**src/hdl/fbom_defs.svh**
```systemverilog
// timing counts and pin level codes for the flash bus host controller
// assumes a 100 MHz clk_in; times are in ns and counts derive from them
`ifndef FBOM_DEFS_SVH
`define FBOM_DEFS_SVH
`define FBOM_CLK_PERIOD_NS   10
`define FBOM_T_ACC_NS        85
`define FBOM_T_WP_NS         35
`define FBOM_T_RP_NS         500
`define FBOM_T_RH_NS         50
`define FBOM_ACC_CYC  ((`FBOM_T_ACC_NS + `FBOM_CLK_PERIOD_NS - 1) / `FBOM_CLK_PERIOD_NS)
`define FBOM_WP_CYC   ((`FBOM_T_WP_NS + `FBOM_CLK_PERIOD_NS - 1) / `FBOM_CLK_PERIOD_NS)
`define FBOM_RP_CYC   ((`FBOM_T_RP_NS + `FBOM_CLK_PERIOD_NS - 1) / `FBOM_CLK_PERIOD_NS)
`define FBOM_RH_CYC   ((`FBOM_T_RH_NS + `FBOM_CLK_PERIOD_NS - 1) / `FBOM_CLK_PERIOD_NS)
`define FBOM_CNT_W           8
`define FBOM_ACCEL_OFF       2'h0
`define FBOM_ACCEL_HIGH      2'h1
`define FBOM_ACCEL_VHH       2'h2
`endif

```
**src/hdl/fbom_pkg.sv**
```systemverilog
// types shared by the flash bus host controller
// assumes nothing beyond the defs header for constants
package fbom_pkg;
  typedef enum logic [1:0] {FBOM_OP_READ, FBOM_OP_WRITE, FBOM_OP_RESET} fbom_op_t;

  typedef struct packed {
    fbom_op_t    op;
    logic [19:0] addr;
    logic        byte_lsb;
    logic [15:0] data;
  } fbom_req_t;

  typedef struct packed {
    logic        flash_sel_n;
    logic        out_gate_n;
    logic        wr_strobe_n;
    logic        reset_n;
    logic        sram_select_low_n;
    logic        sram_select_high;
  } fbom_ctl_t;
endpackage : fbom_pkg

```
**src/hdl/fbom_host.sv**
```systemverilog
// host-side controller that drives the flash pins for reads, writes and reset
// assumes the flash pins are sampled through three flops and one clock domain
`timescale 1ns/1ps
`default_nettype none
`include "fbom_defs.svh"

module fbom_host #(
  parameter int ACC_CYC = `FBOM_ACC_CYC,
  parameter int WP_CYC  = `FBOM_WP_CYC,
  parameter int RP_CYC  = `FBOM_RP_CYC,
  parameter int RH_CYC  = `FBOM_RH_CYC
) (
  input  wire logic               clk_in,
  input  wire logic               rst_in,
  input  wire logic               req_valid_in,
  output logic                    req_ready_out,
  input  wire fbom_pkg::fbom_req_t req_in,
  input  wire logic               width_select_in,
  input  wire logic [1:0]         accel_mode_in,
  output logic                    rsp_valid_out,
  output logic [15:0]             rsp_data_out,
  output fbom_pkg::fbom_ctl_t     ctl_out,
  output logic [19:0]             addr_out,
  output logic                    width_select_out,
  output logic [1:0]              protect_accel_pin_out,
  output logic [15:0]             dq_out,
  output logic [15:0]             dq_oe_out,
  input  wire logic [15:0]        dq_in
);
  typedef enum logic [2:0] {S_IDLE, S_READ, S_WRITE, S_RECOVER, S_RESET} fbom_state_t;

  fbom_state_t               state_reg, state_next;
  logic [`FBOM_CNT_W-1:0]    cnt_reg;
  logic [15:0]               dq_s1_reg, dq_s2_reg, dq_s3_reg, dq_stable_reg;
  fbom_pkg::fbom_req_t       req_reg;
  logic                      width_reg;
  logic [1:0]                accel_reg;
  logic                      rsp_valid_reg;
  logic [15:0]               rsp_data_reg;
  // cycles spent in the present state; the timing assertions count with it
  // so that they do not lean on the phase counter they are meant to check
  logic [`FBOM_CNT_W-1:0]    age_reg;

  // ==========================================================
  // decode
  wire take_req   = req_valid_in && (state_reg == S_IDLE);
  wire cnt_done   = (cnt_reg == '0);
  wire in_read    = (state_reg == S_READ);
  wire in_write   = (state_reg == S_WRITE);
  wire in_reset   = (state_reg == S_RESET);
  wire is_byte    = !width_reg;
  // the vhh code may be driven only while the latched request is a write (program)
  wire accel_ok   = (accel_reg != `FBOM_ACCEL_VHH) ||
                    (req_reg.op == fbom_pkg::FBOM_OP_WRITE);
  wire [15:0] rd_word = is_byte ? {8'h00, dq_stable_reg[7:0]} : dq_stable_reg;
  wire [`FBOM_CNT_W-1:0] load_cnt =
    (req_in.op == fbom_pkg::FBOM_OP_READ)  ? `FBOM_CNT_W'(ACC_CYC + 3) :
    (req_in.op == fbom_pkg::FBOM_OP_WRITE) ? `FBOM_CNT_W'(WP_CYC) :
                                             `FBOM_CNT_W'(RP_CYC);

  assign req_ready_out         = (state_reg == S_IDLE);
  assign rsp_valid_out         = rsp_valid_reg;
  assign rsp_data_out          = rsp_data_reg;
  assign width_select_out      = width_reg;
  assign protect_accel_pin_out = accel_ok ? accel_reg : `FBOM_ACCEL_HIGH;
  assign addr_out              = req_reg.addr;
  // flash select only while sram selects are idle; sram held deselected
  assign ctl_out.flash_sel_n       = !(in_read || in_write);
  assign ctl_out.out_gate_n        = !in_read;
  assign ctl_out.wr_strobe_n       = !in_write;
  assign ctl_out.reset_n           = !in_reset;
  assign ctl_out.sram_select_low_n = 1'b1;
  assign ctl_out.sram_select_high  = 1'b0;
  assign dq_out    = is_byte ? {req_reg.byte_lsb, 7'h00, req_reg.data[7:0]} : req_reg.data;
  // in byte mode line fifteen carries the low address bit on reads and writes
  assign dq_oe_out = in_write ? (is_byte ? 16'h80FF : 16'hFFFF) :
                     (in_read && is_byte) ? 16'h8000 : 16'h0000;

  always_comb
  begin
    state_next = state_reg;
    case (state_reg)
      S_IDLE:    if (req_valid_in) state_next = (req_in.op == fbom_pkg::FBOM_OP_READ) ? S_READ :
                   (req_in.op == fbom_pkg::FBOM_OP_WRITE) ? S_WRITE : S_RESET;
      S_READ:    if (cnt_done) state_next = S_RECOVER;
      S_WRITE:   if (cnt_done) state_next = S_RECOVER;
      S_RESET:   if (cnt_done) state_next = S_RECOVER;
      S_RECOVER: if (cnt_done) state_next = S_IDLE;
      default:   state_next = S_IDLE;
    endcase
  end

  // ==========================================================
  // registers
  always_ff @(posedge clk_in or posedge rst_in)
  begin
    if (rst_in)
    begin
      state_reg <= S_IDLE;
      cnt_reg   <= '0;
      req_reg   <= '0;
      width_reg <= 1'b1;
      accel_reg <= `FBOM_ACCEL_OFF;
      age_reg   <= '0;
    end
    else
    begin
      state_reg <= state_next;
      age_reg   <= (state_next != state_reg) ? '0 : age_reg + 1'b1;
      if (take_req)
      begin
        cnt_reg   <= load_cnt;
        req_reg   <= req_in;
        width_reg <= width_select_in;
        accel_reg <= accel_mode_in;
      end
      else if (!cnt_done)
        cnt_reg <= cnt_reg - 1'b1;
      else if (state_next == S_RECOVER)
        cnt_reg <= `FBOM_CNT_W'(RH_CYC);
    end
  end

  always_ff @(posedge clk_in or posedge rst_in)
  begin
    if (rst_in)
    begin
      dq_s1_reg     <= '0;
      dq_s2_reg     <= '0;
      dq_s3_reg     <= '0;
      dq_stable_reg <= '0;
      rsp_valid_reg <= 1'b0;
      rsp_data_reg  <= '0;
    end
    else
    begin
      dq_s1_reg <= dq_in;
      dq_s2_reg <= dq_s1_reg;
      dq_s3_reg <= dq_s2_reg;
      if (dq_s2_reg == dq_s3_reg)
        dq_stable_reg <= dq_s3_reg;
      rsp_valid_reg <= in_read && cnt_done;
      if (in_read && cnt_done)
        rsp_data_reg <= rd_word;
    end
  end

  // ==========================================================
  // assertions
  a_read_pins: assert property (@(posedge clk_in) disable iff (rst_in)
    in_read |-> !ctl_out.flash_sel_n && !ctl_out.out_gate_n && ctl_out.wr_strobe_n)
    else $error("read cycle pins wrong");
  a_write_pins: assert property (@(posedge clk_in) disable iff (rst_in)
    in_write |-> !ctl_out.flash_sel_n && ctl_out.out_gate_n && !ctl_out.wr_strobe_n)
    else $error("write cycle pins wrong");
  a_no_contend: assert property (@(posedge clk_in) disable iff (rst_in)
    !(!ctl_out.flash_sel_n && !ctl_out.sram_select_low_n && ctl_out.sram_select_high))
    else $error("flash and sram selected together");
  a_read_wait: assert property (@(posedge clk_in) disable iff (rst_in)
    (in_read && cnt_done) |-> int'(age_reg) >= ACC_CYC)
    else $error("read sampled before access time");
  a_rsp_after: assert property (@(posedge clk_in) disable iff (rst_in)
    (in_read && cnt_done) |=> rsp_valid_out && !in_read)
    else $error("read response missing");
  a_byte_oe: assert property (@(posedge clk_in) disable iff (rst_in)
    (in_write && is_byte) |-> dq_oe_out[14:8] == 7'h00)
    else $error("byte mode drives upper lines");
  a_word_oe: assert property (@(posedge clk_in) disable iff (rst_in)
    (in_write && !is_byte) |-> dq_oe_out == 16'hFFFF)
    else $error("word mode write not full width");
  a_vhh_gate: assert property (@(posedge clk_in) disable iff (rst_in)
    (protect_accel_pin_out == `FBOM_ACCEL_VHH) |-> req_reg.op == fbom_pkg::FBOM_OP_WRITE)
    else $error("accel voltage outside programming");
  a_reset_hold: assert property (@(posedge clk_in) disable iff (rst_in)
    (in_reset && cnt_done) |-> !ctl_out.reset_n && int'(age_reg) >= RP_CYC)
    else $error("reset pulse too short");
  a_gate_float: assert property (@(posedge clk_in) disable iff (rst_in)
    ctl_out.out_gate_n && !in_write |-> dq_oe_out[7:0] == 8'h00)
    else $error("host drives data while idle");
  a_byte_read: assert property (@(posedge clk_in) disable iff (rst_in)
    (in_read && is_byte) |-> dq_oe_out == 16'h8000 && dq_out[15] == req_reg.byte_lsb)
    else $error("byte read address line wrong");
  a_idle_quiet: assert property (@(posedge clk_in) disable iff (rst_in)
    (state_reg == S_IDLE) |-> ctl_out.flash_sel_n && dq_oe_out == 16'h0000)
    else $error("host active while idle");
  a_vhh_write: assert property (@(posedge clk_in) disable iff (rst_in)
    (in_write && accel_reg == `FBOM_ACCEL_VHH) |-> protect_accel_pin_out == `FBOM_ACCEL_VHH)
    else $error("accel voltage missing in program");
  a_write_data: assert property (@(posedge clk_in) disable iff (rst_in)
    (in_write && !is_byte) |-> dq_out == req_reg.data)
    else $error("word program data wrong");

  c_read:  cover property (@(posedge clk_in) disable iff (rst_in) rsp_valid_out);
  c_write: cover property (@(posedge clk_in) disable iff (rst_in) $fell(in_write));
  c_reset: cover property (@(posedge clk_in) disable iff (rst_in) $fell(in_reset));
  c_byte:  cover property (@(posedge clk_in) disable iff (rst_in) in_read && is_byte);
  c_accel: cover property (@(posedge clk_in) disable iff (rst_in)
    in_write && protect_accel_pin_out == `FBOM_ACCEL_VHH);
endmodule : fbom_host
`default_nettype wire

```
**config.mk**
```make
export PLATFORM = sky130hd
export DESIGN_NAME = fbom_host
export DESIGN_NICKNAME = d
export VERILOG_FILES = /design/src/hdl/fbom_pkg.sv /design/src/hdl/fbom_host.sv
export VERILOG_INCLUDE_DIRS = /design/src /design/src/hdl
export SDC_FILE = /design/constraint.sdc
export NUM_CORES = 1
export LEC_CHECK = 0
export ABC_CLOCK_PERIOD_IN_PS = 6400
export BUFFER_PORTS_ARGS = -buffer_cell sky130_fd_sc_hd__buf_2
export CORE_ASPECT_RATIO = 0.75
export CORE_MARGIN = 2
export CORE_UTILIZATION = 31
export DETAILED_ROUTE_END_ITERATION = 8
export SYNTH_ARGS = -nofsm -noshare
export SYNTH_HDL_FRONTEND = slang
export SYNTH_SLANG_ARGS = --single-unit
```
**constraint.sdc**
```tcl
create_clock -name clk_in -period 6.4 [get_ports clk_in]
set_input_delay 1.28 -clock clk_in [delete_from_list [all_inputs] [get_ports clk_in]]
set_output_delay 1.28 -clock clk_in [all_outputs]
set_load 0.05 [all_outputs]
```
==> summary by stage <==
Timing
The clock period minus worst slack is 3380 ps. Setup repair after global routing left no endpoint under its margin. The worst slew margin relative to its limit is between 30% and 40%.

Clock skew on the completed layout was measured at 5.80 ps. At the pin with the least slew margin, the transition time is roughly 1000 ps. The final hold slack is ~350 ps.

Static timing analysis puts the maximum clock frequency at around 0.30 GHz. In the finished design, the share of the clock period the worst path needs comes to 52.9%. The sum of negative setup slack is 0 ps. The hold violation count in the final report is 0. The max-slew violation total from the final report is 0. Setup violations remaining at the end of the flow were counted as 0.

Global route
The number of global-route vias before repair came to approximately 3200. The initial antenna violation count is 0. The largest net degree at the start of global routing is 86.

The wire length of the first global-routing pass is approximately 16000 um. The remaining global-route overflow is 0. Global routing used 11.3% of the available tracks across all layers.

Pwr
The power density relative to cell area is around 280 nW/um2. The analysis attributes to cell leakage a power of around 0.0036 uW. The post-layout total power is 1800 uW. The worst ir drop on vdd is approximately 180 uV.

Synthesis
The most used flip-flop cell after synthesis is dfrtp_1. In this run, synthesis produced a sequential element count of between 100 and 150. During synthesis, Yosys emitted a total of 0 warnings. The synthesized area per cell is 11.5 um2. The post-synthesis instance total is around 470.

Sequential cells were found to cover a little over three fifths of the synthesized design area. The share of synthesized flip-flops with an asynchronous set or reset is 100%. In this run, synthesis inferred 0 flip-flops with an integrated enable.

After synthesis the cells add up to approximately 5300 um2. The count of unique library cells instantiated by Yosys is 38. The net count after synthesis is roughly 530.

Worst setup path
The endpoint required time on the critical path is about 5100 ps. The critical path arrival is roughly 2100 ps. The setup path with the least slack is of type reg -> out. In this run the worst path has a maximum fanout of 10. The critical path capture point type is a primary output.

STA classifies the critical path startpoint as a flop.

Cells and area
The flip-flop count of the largest register after layout is 20. The diode insertion count for antenna repair is 0. The finished cells cover about 6500 um2. The leading cell type in the layout, fill and taps excluded is nand2_1. The count of fill cells added during filler insertion is around 1600. In the layout the commonest cells are nand2_1, buf_2, dfrtp_1. The area taken by flip-flops and latches is between 3000 and 4000 um2.

The multi-input gate area in the final layout is between 1500 and 2000 um2. The synthesis-to-finish area growth is 20.8%. The layout cell share with drive strength beyond 1 is 34.7%. The net count of the finished layout is approximately 630.

Detailed routing
The detailed router's first-iteration violation count is ~170. The number of antenna-violating nets in the routed design is 0. The total via count in the routed design is approximately 3300. After detailed routing, the number of remaining DRC violations is 0.

The sum of routed wire length over all layers is approximately 10000 um. The first detailed-routing pass took 4 iterations. Using the TritonRoute via totals, the vias-per-cell ratio works out to 4.20.

The average routed wire per standard cell is about 12 um.

Clock tree
The clock latency on the worst-skew pair is just over 400 ps. The clock tree buffer depth is 2. The number of hold buffers added after cts is 0.

The number of setup buffers added after CTS is 0. Counting every sink on the clock net gives 134. The TritonCTS clock tree is built. The depth of the CTS H-tree is 4.

Clock-pin slew was measured on the worst setup and hold paths at roughly 60 ps. The TritonCTS buffer count is 17. The cell sitting at the root of the clock tree is a clkbuf_16. Post-CTS repair changed the size of 0 cells.

Place
The estimated wirelength of the detail-placed design is roughly 7000 um. In this run the tool buffered the top-level ports with between 100 and 150 buffer cells. At the end of routability-driven placement, the weighted congestion stood at around 0.76. The standard cell area after detailed placement is approximately 6000 um2.

Status
The flow ran to the end, and the final reports show no timing, DRC or antenna violations.

Floorplanning
Row generation in the floorplan step produced 41 rows. In this run the horizontal extent of the chip is around 160 um. The die is around 120 um tall.

The initial core utilization is 31.7%. The core outline area is about 17000 um2. In this run the count of I/O pins placed on the die edge is between 100 and 150. The die footprint is approximately 18000 um2.

Flow run
The reported max-cap violation count is 0.

Worst hold path
The class of the worst hold path is reg -> reg.
-- synth_stat cells, types with 2 or more instances --
cell type	count	area (um2)
nor2_1	8	30.0
nand2b_1	2	12.5
o31ai_1	2	15.0
inv_1	16	60.1
buf_2	4	20.0
buf_6	2	22.5
conb_1	2	7.51
nor4_1	3	18.8
nand2_1	142	533
xor2_1	19	166
and2_1	10	62.6
o21ai_0	5	25.0
mux2i_1	9	90.1
mux2_4	11	165
buf_4	45	338
clkbuf_1	9	33.8
xnor2_1	2	17.5
nor3_1	7	35.0
dfrtp_1	133	3330
mux2_2	14	158
a21oi_1	4	20.0
nand3_1	2	10.0
-- layer usage --
metal | GRT usage (%) | part of all wire (%)
met1 | 14.8 | 47
met2 | 17.3 | 45
met3 | 3.79 | 6.1
met4 | 4.47 | 1.1
met5 | 0 | 0
-- through the flow --
stage / std cells / setup WS, ps / util (%)
after global placement: 762 / 3500 / 35.1
after global routing: 794 / 2860 / 38.3
final: 794 / 3020 / 38.3
after CTS: 794 / 2970 / 38.3
after floorplan: 467 / 1540 / -
after detailed placement: 762 / 3430 / 35.1
-- worst max-delay path, cell delays in order, from the launching register on --
cell and delay (ps):
dfrtp_1 460, or3b_2 510, inv_1 190, and2_1 240, buf_2 300
-- path summary, 6_finish.rpt --
check	from	endpoint	slack, ps	cells after the start
min in group asynchronous	rst_in	addr_out[18]	890	2
max in group asynchronous	rst_in	dq_s2_reg[13]	4110	3
worst max register to register	dq_s3_reg[0]	dq_stable_reg[6]	4190	4
worst min register to register	dq_s1_reg[2]	dq_s2_reg[2]	350	0
worst min-delay path	dq_s1_reg[2]	dq_s2_reg[2]	350	0
worst max-delay path	state_reg[2]	dq_oe_out[9]	3020	4
-- power by group --
part	switching [uW]	total, uW	internal, uW
sequential	8.41	872	863
combinational	28.0	46.6	18.6
clock	349	884	535
total	386	1800	1420
-- cell families (layout without fill, tap and decap cells) --
kind of cell,Yosys count,in the layout,synth area share (%)
flops,134,134,62.7
xor+xnor,21,21,3.44
buf+inv,76,188,8.87
fa+ha+maj,1,1,0.234
mux,34,34,7.72
other cells,2,2,0.140
simple gates,181,181,14.7
compound gates,18,18,2.22
-- final cells by class --
class,instances,area share [%]
sequential,134,51.9
multi-input combinational,257,23.5
timing repair buffer,140,11.0
clock buffer,21,6.82
tap,215,4.16
clock inverter,11,1.61
inverter,16,1.01
No activity file was read; power rests on OpenSTA's default activity.
